### src/hw/irt_pkg.sv
// Package: constants, enums and carriers for the interrupt response sequencer
package irt_pkg;

   // ----------------------------------------------------------------------
   // Phase durations in states (one state is one i_clk cycle)
   // ----------------------------------------------------------------------
   localparam int IRT_PRIO_EXT_STATES  = 2;  // Priority decision, external
   localparam int IRT_PRIO_INT_STATES  = 1;  // Priority decision, on-chip
   localparam int IRT_FIN_MAX_ONCHIP   = 23; // Longest instruction tail
   localparam int IRT_FIN_MAX_EXT2     = 27;
   localparam int IRT_FIN_MAX_EXT3     = 31;
   localparam int IRT_ACC_ONCHIP       = 4;  // Stack, vector, prefetch each
   localparam int IRT_ACC_EXT2         = 8;
   localparam int IRT_ACC_EXT3         = 12;
   localparam int IRT_INTERNAL_STATES  = 4;  // Any memory type
   localparam int IRT_TIMER_W          = 4;  // Holds up to 12 - 1
   localparam int IRT_CYC_W            = 8;  // Assertion helper counter

   // ----------------------------------------------------------------------
   // Enumerations
   // ----------------------------------------------------------------------
   typedef enum logic [1:0] {
      IRT_MEM_ONCHIP,
      IRT_MEM_EXT2,
      IRT_MEM_EXT3
   } irt_mem_type;

   typedef enum logic [1:0] {
      IRT_SRC_NONE,
      IRT_SRC_NMI,
      IRT_SRC_IRQ,
      IRT_SRC_INT
   } irt_src_type;

   typedef enum logic [2:0] {
      IRT_IDLE,
      IRT_PRIO,
      IRT_FINISH,
      IRT_STACK,
      IRT_VECTOR,
      IRT_PREFETCH,
      IRT_INTERNAL
   } irt_phase_type;

   // ----------------------------------------------------------------------
   // Carriers
   // ----------------------------------------------------------------------
   typedef struct packed {
      logic nmi;        // Non-maskable request, level
      logic irq;        // External pin request, level
      logic irq_en;     // Its enable bit
      logic irq_prio1;  // Its priority level is 1
      logic intr;       // On-chip source request, level
      logic intr_en;    // Its enable bit
      logic intr_prio1; // Its priority level is 1
   } irt_req_type;

   typedef struct packed {
      logic wr;         // Load the mask bits this cycle
      logic mask;       // Value for the interrupt mask bit
      logic user_mask;  // Value for the user mask bit
   } irt_mask_wr_type;

endpackage

### src/hw/irt_state_timer.sv
// Down counter that times one phase, with a hold for wait states
module irt_state_timer
   import irt_pkg::*;
#(
   parameter int W = IRT_TIMER_W
)(
   // Clock and reset
   input  wire logic         i_clk,
   input  wire logic         i_resetn,
   // Control
   input  wire logic         i_load,
   input  wire logic [W-1:0] i_load_value,
   input  wire logic         i_hold,
   // Status
   output logic      [W-1:0] o_count,
   output logic              o_last
);

   // ----------------------------------------------------------------------
   // State
   // ----------------------------------------------------------------------
   typedef struct packed {
      logic [W-1:0] count; // States left after this one
   } irt_timer_type;

   irt_timer_type st;      // Registered state
   irt_timer_type next_st; // Next state

   // Load wins over hold so a new phase always starts cleanly
   always_comb begin
      next_st = st;
      if (i_load) begin
         next_st.count = i_load_value;
      end else if (!i_hold && st.count != '0) begin
         next_st.count = st.count - W'(1);
      end
   end

   // Register the state
   always_ff @(posedge i_clk or negedge i_resetn) begin
      if (!i_resetn) begin
         st <= '0;
      end else begin
         st <= next_st;
      end
   end

   assign o_count = st.count;
   assign o_last  = (st.count == '0);

endmodule

### src/hw/irt_exception_seq.sv
// Interrupt acceptance and exception sequence timing up to the service routine
module irt_exception_seq
   import irt_pkg::*;
(
   // Clock and reset
   input  wire logic            i_clk,
   input  wire logic            i_resetn,
   // Requests and mode
   input  wire irt_req_type     i_req,
   input  wire logic            i_standby,
   input  wire logic            i_user_bit_enable,
   input  wire irt_mem_type     i_mem_type,
   // CPU progress
   input  wire logic            i_insn_done,
   input  wire logic            i_wait,
   // Mask bit load from the condition flags register
   input  wire irt_mask_wr_type i_mask_wr,
   // Sequence status
   output irt_phase_type        o_phase,
   output irt_src_type          o_source,
   output logic                 o_accept,
   output logic                 o_service_start,
   output logic                 o_busy,
   // Mask bits of the condition flags register
   output logic                 o_int_mask,
   output logic                 o_user_mask_bit
);

   // ----------------------------------------------------------------------
   // State and helpers
   // ----------------------------------------------------------------------
   typedef struct packed {
      irt_phase_type phase;     // Current phase
      irt_src_type   source;    // Accepted source
      irt_mem_type   mem;       // Memory type caught at acceptance
      logic          accept;    // Acceptance pulse
      logic          service;   // First service instruction pulse
      logic          mask;      // Interrupt mask bit
      logic          user_mask; // User mask bit
   } irt_seq_type;

   irt_seq_type              st;         // Registered state
   irt_seq_type              next_st;    // Next state
   logic                     tmr_load;   // Start timing a phase
   logic [IRT_TIMER_W-1:0]   tmr_value;  // Phase length minus one
   logic                     tmr_hold;   // Stretch for a wait state
   logic                     tmr_last;   // Final state of the phase
   logic                     maskable_ok_irq; // Pin request passes masks
   logic                     maskable_ok_int; // On-chip request passes
   logic                     nmi_go;     // NMI can be taken
   logic                     irq_go;     // Pin request can be taken
   logic                     int_go;     // On-chip request can be taken
   logic                     ext_access; // Phase uses external memory

   // Access length minus one for stack, vector and prefetch
   function automatic logic [IRT_TIMER_W-1:0] acc_len(irt_mem_type m);
      unique case (m)
         IRT_MEM_ONCHIP: acc_len = IRT_TIMER_W'(IRT_ACC_ONCHIP - 1);
         IRT_MEM_EXT2:   acc_len = IRT_TIMER_W'(IRT_ACC_EXT2 - 1);
         IRT_MEM_EXT3:   acc_len = IRT_TIMER_W'(IRT_ACC_EXT3 - 1);
         default:        acc_len = IRT_TIMER_W'(IRT_ACC_EXT3 - 1);
      endcase
   endfunction

   // Longest instruction tail for a memory type, used by the checks
   function automatic int fin_max(irt_mem_type m);
      unique case (m)
         IRT_MEM_ONCHIP: fin_max = IRT_FIN_MAX_ONCHIP;
         IRT_MEM_EXT2:   fin_max = IRT_FIN_MAX_EXT2;
         IRT_MEM_EXT3:   fin_max = IRT_FIN_MAX_EXT3;
         default:        fin_max = IRT_FIN_MAX_EXT3;
      endcase
   endfunction

   // ----------------------------------------------------------------------
   // Acceptance
   // ----------------------------------------------------------------------
   // A masked request is not dropped: it simply waits while still raised
   always_comb begin
      // Standby gates these too, so a held request cannot move o_source
      maskable_ok_irq = !i_standby && (!st.mask ||
         (!i_user_bit_enable && !st.user_mask && i_req.irq_prio1));
      maskable_ok_int = !i_standby && (!st.mask ||
         (!i_user_bit_enable && !st.user_mask && i_req.intr_prio1));
      nmi_go = i_req.nmi && !i_standby;
      irq_go = i_req.irq && i_req.irq_en && maskable_ok_irq;
      int_go = i_req.intr && i_req.intr_en && maskable_ok_int;
   end

   // Only memory phases of an external area see the wait pin
   assign ext_access = (st.mem != IRT_MEM_ONCHIP) &&
      (st.phase inside {IRT_STACK, IRT_VECTOR, IRT_PREFETCH});
   assign tmr_hold   = ext_access && i_wait;

   // ----------------------------------------------------------------------
   // Sequencer
   // ----------------------------------------------------------------------
   always_comb begin
      next_st         = st;
      next_st.accept  = 1'b0;
      next_st.service = 1'b0;
      tmr_load        = 1'b0;
      tmr_value       = '0;
      // Software load of the mask bits; the hardware set below wins
      if (i_mask_wr.wr) begin
         next_st.mask      = i_mask_wr.mask;
         next_st.user_mask = i_mask_wr.user_mask;
      end
      unique case (st.phase)
         IRT_IDLE: begin
            // NMI first, then pin request, then on-chip sources
            if (nmi_go || irq_go || int_go) begin
               next_st.phase  = IRT_PRIO;
               next_st.accept = 1'b1;
               next_st.mem    = i_mem_type;
               tmr_load       = 1'b1;
               if (nmi_go || irq_go) begin
                  next_st.source = nmi_go ? IRT_SRC_NMI : IRT_SRC_IRQ;
                  tmr_value = IRT_TIMER_W'(IRT_PRIO_EXT_STATES - 1);
               end else begin
                  next_st.source = IRT_SRC_INT;
                  tmr_value = IRT_TIMER_W'(IRT_PRIO_INT_STATES - 1);
               end
            end
         end
         IRT_PRIO: begin
            if (tmr_last) begin
               next_st.phase = IRT_FINISH;
            end
         end
         IRT_FINISH: begin
            // The current instruction must end before any stacking
            if (i_insn_done) begin
               next_st.phase = IRT_STACK;
               next_st.mask  = 1'b1;
               if (!i_user_bit_enable) begin
                  next_st.user_mask = 1'b1;
               end
               tmr_load  = 1'b1;
               tmr_value = acc_len(st.mem);
            end
         end
         IRT_STACK: begin
            if (tmr_last && !tmr_hold) begin
               next_st.phase = IRT_VECTOR;
               tmr_load      = 1'b1;
               tmr_value     = acc_len(st.mem);
            end
         end
         IRT_VECTOR: begin
            if (tmr_last && !tmr_hold) begin
               next_st.phase = IRT_PREFETCH;
               tmr_load      = 1'b1;
               tmr_value     = acc_len(st.mem);
            end
         end
         IRT_PREFETCH: begin
            if (tmr_last && !tmr_hold) begin
               next_st.phase = IRT_INTERNAL;
               tmr_load      = 1'b1;
               tmr_value = IRT_TIMER_W'(IRT_INTERNAL_STATES - 1);
            end
         end
         IRT_INTERNAL: begin
            if (tmr_last) begin
               next_st.phase   = IRT_IDLE;
               next_st.service = 1'b1;
            end
         end
      endcase
      // Standby abandons the sequence; nothing is accepted there
      if (i_standby) begin
         next_st.phase   = IRT_IDLE;
         next_st.accept  = 1'b0;
         next_st.service = 1'b0;
      end
   end

   // Register the state; masks come up set as after a reset
   always_ff @(posedge i_clk or negedge i_resetn) begin
      if (!i_resetn) begin
         st           <= '0;
         st.phase     <= IRT_IDLE;
         st.mask      <= 1'b1;
         st.user_mask <= 1'b1;
      end else begin
         st <= next_st;
      end
   end

   // Phase timer
   irt_state_timer #(
      .W            (IRT_TIMER_W)
   ) u_timer (
      .i_clk        (i_clk),
      .i_resetn     (i_resetn),
      .i_load       (tmr_load),
      .i_load_value (tmr_value),
      .i_hold       (tmr_hold),
      .o_count      (),
      .o_last       (tmr_last)
   );

   assign o_phase         = st.phase;
   assign o_source        = st.source;
   assign o_accept        = st.accept;
   assign o_service_start = st.service;
   assign o_busy          = (st.phase != IRT_IDLE);
   assign o_int_mask      = st.mask;
   assign o_user_mask_bit = st.user_mask;

   // ----------------------------------------------------------------------
   // Checks
   // ----------------------------------------------------------------------
   logic [IRT_CYC_W-1:0] cyc;    // Cycles already spent in the phase
   logic                 waited; // A wait state was seen in the phase
   logic                 leave;  // Phase ends at this edge
   assign leave = (next_st.phase != st.phase);

   // Helper counter, reset on every phase change
   always_ff @(posedge i_clk or negedge i_resetn) begin
      if (!i_resetn) begin
         cyc    <= '0;
         waited <= 1'b0;
      end else if (leave) begin
         cyc    <= '0;
         waited <= 1'b0;
      end else begin
         cyc    <= (cyc == '1) ? cyc : cyc + IRT_CYC_W'(1);
         waited <= waited || tmr_hold;
      end
   end
endmodule

### config.mk
export PLATFORM = sky130hd
export DESIGN_NAME = irt_exception_seq
export DESIGN_NICKNAME = d
export VERILOG_FILES = /design/src/hw/irt_pkg.sv /design/src/hw/irt_state_timer.sv /design/src/hw/irt_exception_seq.sv
export SDC_FILE = /design/constraint.sdc
export NUM_CORES = 1
export LEC_CHECK = 0
export ABC_AREA = 1
export BUFFER_PORTS_ARGS = -buffer_cell sky130_fd_sc_hd__buf_4
export CAP_MARGIN = 20
export CORE_AREA = 4 4 52 54
export CTS_BUF_LIST = sky130_fd_sc_hd__clkbuf_4 sky130_fd_sc_hd__clkbuf_8 sky130_fd_sc_hd__clkbuf_16
export DETAILED_ROUTE_END_ITERATION = 6
export DIE_AREA = 0 0 56 58
export GPL_TIMING_DRIVEN = 0
export PLACE_DENSITY = 0.72
export REMOVE_ABC_BUFFERS = 1
export SLEW_MARGIN = 20
export SYNTH_ARGS = -nofsm -noshare
export SYNTH_HDL_FRONTEND = slang
export SYNTH_SLANG_ARGS = --single-unit
export TNS_END_PERCENT = 100
### constraint.sdc
create_clock -name i_clk -period 1.3 [get_ports i_clk]
set_input_delay 0.065 -clock i_clk [delete_from_list [all_inputs] [get_ports i_clk]]
set_output_delay 0.065 -clock i_clk [all_outputs]
set_load 0.03 [all_outputs]
==> metrics.txt, run 1 <==
status=finished with violations; failing checks=setup timing; Reg-to-Reg End=u_timer.o_count[2]; most frequent cells in the layout=buf_4, nand2_1, nor2_1; share of cells above drive strength 1=48.9%; largest net degree at the start of global routing=16; root buf cell=clkbuf_4; Clock Power Share=8.8%; largest cells by area after synthesis=dfrtp_1, nand2_1, dfstp_2; CTS Sinks=15; Pint=1.76 mW; Hold Crit Start=i_standby; placer congestion estimate=0.805; Worst Path Max Fanout=8; synthesized area=1000 sq um; Boundary Pins=28; Yosys top cell area share=32.4%; fmax=0.708 GHz; final setup violating endpoints=12; synthesized netlist cell count=136; register area=382 sq um; Max H-tree Level=1; Power Total=3.31 mW; antenna diode count=0; switching fraction of total power=47.0%; core area=2210 sq um; Final Slew Violations=0; drt initial violations=20; vias in the first global route=1,053; commonest non-fill, non-tap cell in the layout=buf_4; MaxCap Viol Count=0; Synth Register Bits=15; R2R depth=8; RSZ-0062 raised after global routing=true; initial antenna violation count=0; Setup Skew=0.00447 ns; syn_area_per_cell=7.38 sq um; GR Overflow Total=0; Avg WL per Cell=12.9 um; Power Dens Cells=2100 nW/um^2; switching power=1.55 mW; Hold EP=o_phase[0]; sequential fraction of design power=26.5%; placed cell areas=1200 sq um; Synth Area in XOR/XNOR=1.75%; post-synthesis mux area share=0.998%; WL final=2790 um; critical path capture point type=flop; first drt pass iteration count=4; peak supply drop=1.44 mV; worst-margin pin slew=0.256 ns; FFs w/ async S/R, synth=100%; DR vias=1,082; multi-input logic area=621 sq um; Antenna Nets Post-Route=0; Yosys cell types=27; Final Hold Viols=0; first-pass GRT wire length=4750 um; CTS tree=yes; Leakage=0.823 nW; critical path startpoint category=flop; Min-Delay Path Depth=4; Post-Route Setup TNS=-0.958 ns; compound-cell area share of the yosys netlist=8.35%; fin cells=216; total number of yosys warnings=0; row count=17; vias per inst=5.01; Logic pwr share=64.7%; period utilisation layout=109%; Clk Latency, worst-skew pair=0.28 ns; synthesis-to-finish area growth=57.4%; DRC viols=0; fin nets=209; count of input and output buffers=27; Seq/Total Area, Yosys=37.7%; FILL cells=172; Post-synth EDFFs=0; Post-DP HPWL=1790 um; Worst EP required=1.48 ns; clock buffer depth=2; Initial Util=45.4%; Worst Hold Class=input port to flop; Die H=58 um; Synth Area in Adders=2.49%; full die area=3250 sq um; most common flop cell mapped by yosys=dfrtp_1; fin area=1580 sq um; simple-gate share of the synthesized area=37.7%; Place WS=-0.286 ns; Tmin final=1.41 ns; CP arrival=1.59 ns; worst reg2reg startpoint=o_phase[2]; total global-route track usage=18.2%; R2R Setup Slk=-0.11 ns; dpl cells=185; Die W=56 um; Clock transition at path regs=0.09 ns; Slew HR=82.9%; dominant cell type by area after synthesis=dfrtp_1; worst setup margin=-0.112 ns; Inserted Clock Buffers=3; critical path class=flop to flop; largest family of logic cells by synthesized area=simple AND/OR/NAND/NOR gates
-- worst max-delay path, cell delays in order (launching register included) --
cell,delay [ns]
dfrtp_2,0.52
nor2_2,0.20
nand3_2,0.15
nand2_2,0.14
clkinv_4,0.07
nand2_4,0.07
nand2_1,0.05
nand2_1,0.06
nand2_1,0.05
-- logic make-up after synthesis --
| kind of cell | count (synthesis) |
|---|---|
| buffers and inverters | 23 |
| muxes | 1 |
| AOI/OAI and AO/OA | 14 |
| DFF | 15 |
| adders and majority gates | 2 |
| and+or+nand+nor | 79 |
| xor gates and xnor gates | 2 |
-- per-stage QoR --
step	util, %	hold WS, ns
final	71.4	0.0529
after global routing	71.4	0.0557
after CTS	66.9	0.00202
after detailed placement	54.1	-0.0661
after global placement	54.1	-0.0685
after floorplan	-	-0.231
-- cell type report --
| class | instances | share of cell area, % |
|---|---|---|
| Clock buffer | 4 | 1.90 |
| Multi-Input combinational cell | 98 | 39.3 |
| Sequential cell | 15 | 24.2 |
| Tap cell | 28 | 2.22 |
| Timing Repair Buffer | 54 | 27.7 |
| Inverter | 17 | 4.75 |
-- repair_timing --
item,4_1_cts,5_1_grt
hold buffers,6,2
endpoints found under the hold margin,20,1
pin swaps,6,3
resized for setup,30,10
buffers inserted,15,4
endpoints found under the setup margin,13,13
-- synth_stat cells (all sizes together), types with 2 or more instances --
master  instances
buf             6
a21oi           5
nand2          42
ha              2
nor2           15
o21ai           7
dfrtp          13
clkinv          2
nand3          13
inv            15
dfstp           2
nor3            4
nand4           4
-- flip-flops by register name, summed over array words and instances, names as in the netlist --
signal / cells
u_timer.o_count: 4
o_phase: 3
o_source: 2
o_int_mask: 1
o_user_mask_bit: 1
o_accept: 1
st: 2
o_service_start: 1
-- power by group through the flow --
| stage | Sequential (mW) | Combinational, mW | Clock, mW |
|---|---|---|---|
| final | 0.878 | 2.14 | 0.290 |
| after global routing | 0.909 | 2.38 | 0.323 |
| after CTS | 0.855 | 1.95 | 0.298 |
| after detailed placement | 0.838 | 1.55 | 0 |
| after global placement | 0.824 | 1.52 | 0 |
| after floorplan | 0.965 | 0.990 | 0 |
-- routing by layer --
metal	GRT usage [%]	vias to the layer above	share of wire [%]
li1	-	540	-
met2	32.2	29	53
met5	0	-	0
met1	21.4	507	41
met3	5.57	6	4.3
met4	4.75	0	2.0
-- how the worst max path moves through the flow --
stage	startpoint	cells past startpoint	slack, ns	endpoint
after floorplan	o_user_mask_bit	9	-0.25	u_timer.o_count[1]
after global placement	o_user_mask_bit	9	-0.27	u_timer.o_count[1]
after detailed placement	o_user_mask_bit	9	-0.29	u_timer.o_count[1]
after CTS	o_phase[1]	7	-0.09	o_phase[1]
after global routing	o_phase[2]	6	-0.23	o_phase[2]
final	o_phase[2]	8	-0.11	u_timer.o_count[2]
(Power assumes the default switching activity.)
==> inputs of run 2 (changes only) <==
==> constraint.sdc (replaced) <==
create_clock -name i_clk -period 1.3 [get_ports i_clk]
set_input_delay 0.26 -clock i_clk [delete_from_list [all_inputs] [get_ports i_clk]]
set_output_delay 0.26 -clock i_clk [all_outputs]
set_load 0.03 [all_outputs]
==> run 2 against run 1 <==
  * The flow still finishes with violations (setup timing)
  * Maximum frequency is 5.5% lower
  * Register-to-register slack got worse by 0.04 ns
  * Critical path type is now flop to output port
  * Worst hold slack better by 0.073 ns
  * Total power up 0.62%
  * Sequential share of layout area rose by 1.3 points
  * Count of clock-buffer cells in the layout unchanged
  * Wire length shrank 1.1%
  * Critical path depth down 5
  * First-iteration DRC count rose by 25%
  * Sequential power shrank 0.9%
  * Global-route usage shrank 0.88 points
  * Via count shrank 2.1%
==> metrics.txt, run 2 (synthesis results as in run 1) <==
status=finished with violations; failing checks=setup timing; CP arrival=1.23 ns (-0.36 ns); met3 wire length=136 um (+12%); vias per inst=5.14 (+2.6%); Post-DP HPWL=1790 um (unchanged); Hold Crit Start=i_standby; antenna diode count=0 (unchanged); max FFs per register=4 (unchanged); Final Hold Viols=0 (unchanged); largest net degree at the start of global routing=16 (unchanged); first-pass GRT wire length=4490 um (-5.5%); fmax=0.670 GHz (-5.5%); Fin Hold WS=0.126 ns (+0.0735 ns); Power Dens Cells=2220 nW/um^2 (+6.0%); share of cells above drive strength 1=51.1% (+2.2 points); worst reg2reg startpoint=o_phase[1]; DR vias=1,059 (-2.1%); root buf cell=clkbuf_4; clock buffer depth=2 (unchanged); full die area=3250 sq um (unchanged); Die H=58 um (unchanged); GR Overflow Total=0 (unchanged); Leakage=0.776 nW (-5.7%); crit-path cells=nor3_4, inv_1, buf_6; Final Slew Violations=0 (unchanged); Setup Skew=0.00654 ns (+0.00206 ns); commonest non-fill, non-tap cell in the layout=buf_4; met2 WL post-DR=1520 um (+3.3%); core area=2210 sq um (unchanged); most frequent cells in the layout=buf_4, nand2_1, nor2_1; critical path's top delay family=flip-flops; Max H-tree Level=1 (unchanged); Clock transition at path regs=0.09 ns (about the same); Buf/Inv on CP=2 (+1); total global-route track usage=17.3% (-0.88 points); WL final=2760 um (-1.1%); Die W=56 um (unchanged); critical path startpoint category=flop; M1 WL=1060 um (-6.7%); count of input and output buffers=27 (unchanged); Slew HR=83.2% (+0.26 points); crit path launch=o_phase[0]; CTS Sinks=15 (unchanged); Antenna Nets Post-Route=0 (unchanged); R2R Setup Slk=-0.15 ns (-0.04 ns); initial antenna violation count=0 (unchanged); synthesis-to-finish area growth=49.4%; Worst EP required=1.04 ns (-0.44 ns); final setup violating endpoints=13 (+1); placer congestion estimate=0.805 (unchanged); Clk Latency, worst-skew pair=0.29 ns (about the same); critical path class=flop to output port; Initial Util=45.4% (unchanged); vias in the first global route=995 (-5.5%); Power Total=3.33 mW (+0.62%); CTS tree=yes; Inserted Clock Buffers=3 (unchanged); Worst Path Max Fanout=7 (-1); top layer in use=met4; Worst path slowest cell=dfrtp_2; first drt pass iteration count=4 (unchanged); MaxCap Viol Count=0 (unchanged); row count=17 (unchanged); worst-margin pin slew=0.253 ns (-0.00395 ns); Final Util=67.8% (-3.6 points); fin nets=199 (-4.8%); peak supply drop=1.45 mV (+0.66%); Tmin final=1.49 ns (+0.0816 ns); critical path capture point type=output port; period utilisation layout=115% (+6.3 points); Boundary Pins=28 (unchanged); Avg WL per Cell=13.4 um (+3.7%); drt initial violations=25 (+25%); DRC viols=0 (unchanged); Worst Hold Class=input port to flop; Place WS=-0.286 ns (unchanged); CP peak stage delay=0.49 ns (-0.03 ns); RSZ-0062 raised after global routing=true; worst setup margin=-0.193 ns (-0.0816 ns)
run 2: changes by cell type in the layout (fill, tap and decap cells not counted), moves of 2 or more:
cell | before | now
buf_6 | 3 | 8
dlygate4sd3_1 | 8 | 1
nand2_2 | 4 | 6
buf_4 | 43 | 35
nand2_1 | 34 | 32
inv_2 | 6 | 8
run 2: path summary, 6_finish.rpt:
| path | to | cells after the start |
|---|---|---|
| max in group asynchronous | o_user_mask_bit | 2 |
| min in group asynchronous | o_service_start | 2 |
| setup / recovery | o_busy | 3 |
| hold / removal | o_service_start | 2 |
| hold reg to reg | o_source[1] | 2 |
| setup reg to reg | u_timer.o_count[2] | 10 |
run 2: through the flow:
stage / area, sq um / std cells / setup TNS (ns)
after floorplan: 958 / 130 / -2.08
after global placement: 1200 / 185 / -2.26
after detailed placement: 1200 / 185 / -2.53
after CTS: 1380 / 201 / -0.940
after global routing: 1500 / 206 / -2.50
final: 1500 / 206 / -1.28
run 2: final cells by class:
type                    count  area (sq um)
clock buffers               4          30.0
flip-flops and latches     15           382
well taps                  28          35.0
inverters                  17          70.1
repair buffers             44           363
multi-input cells          98           619
fillers                   194           713
run 2: what timing repair did:
item	in CTS	in global routing
hold buffers	1	0
hold endpoints to repair	13	0
pin swaps	3	9
cloned	0	0
resized for setup	25	21
setup endpoints to repair	13	16
buffers inserted	11	5
run 2: layer usage:
metal | track usage, % | up-vias
met5 | 0 | -
met4 | 2.71 | 0
met3 | 5.12 | 4
met2 | 32.4 | 31
met1 | 19.8 | 502
li1 | - | 522
run 2: where the power goes:
part	total, mW	switching, mW	internal, mW	leakage [nW]
combinational	2.16	1.22	0.944	0.578
clock	0.297	0.156	0.140	0.0184
sequential	0.870	0.207	0.662	0.180
total	3.33	1.58	1.75	0.776
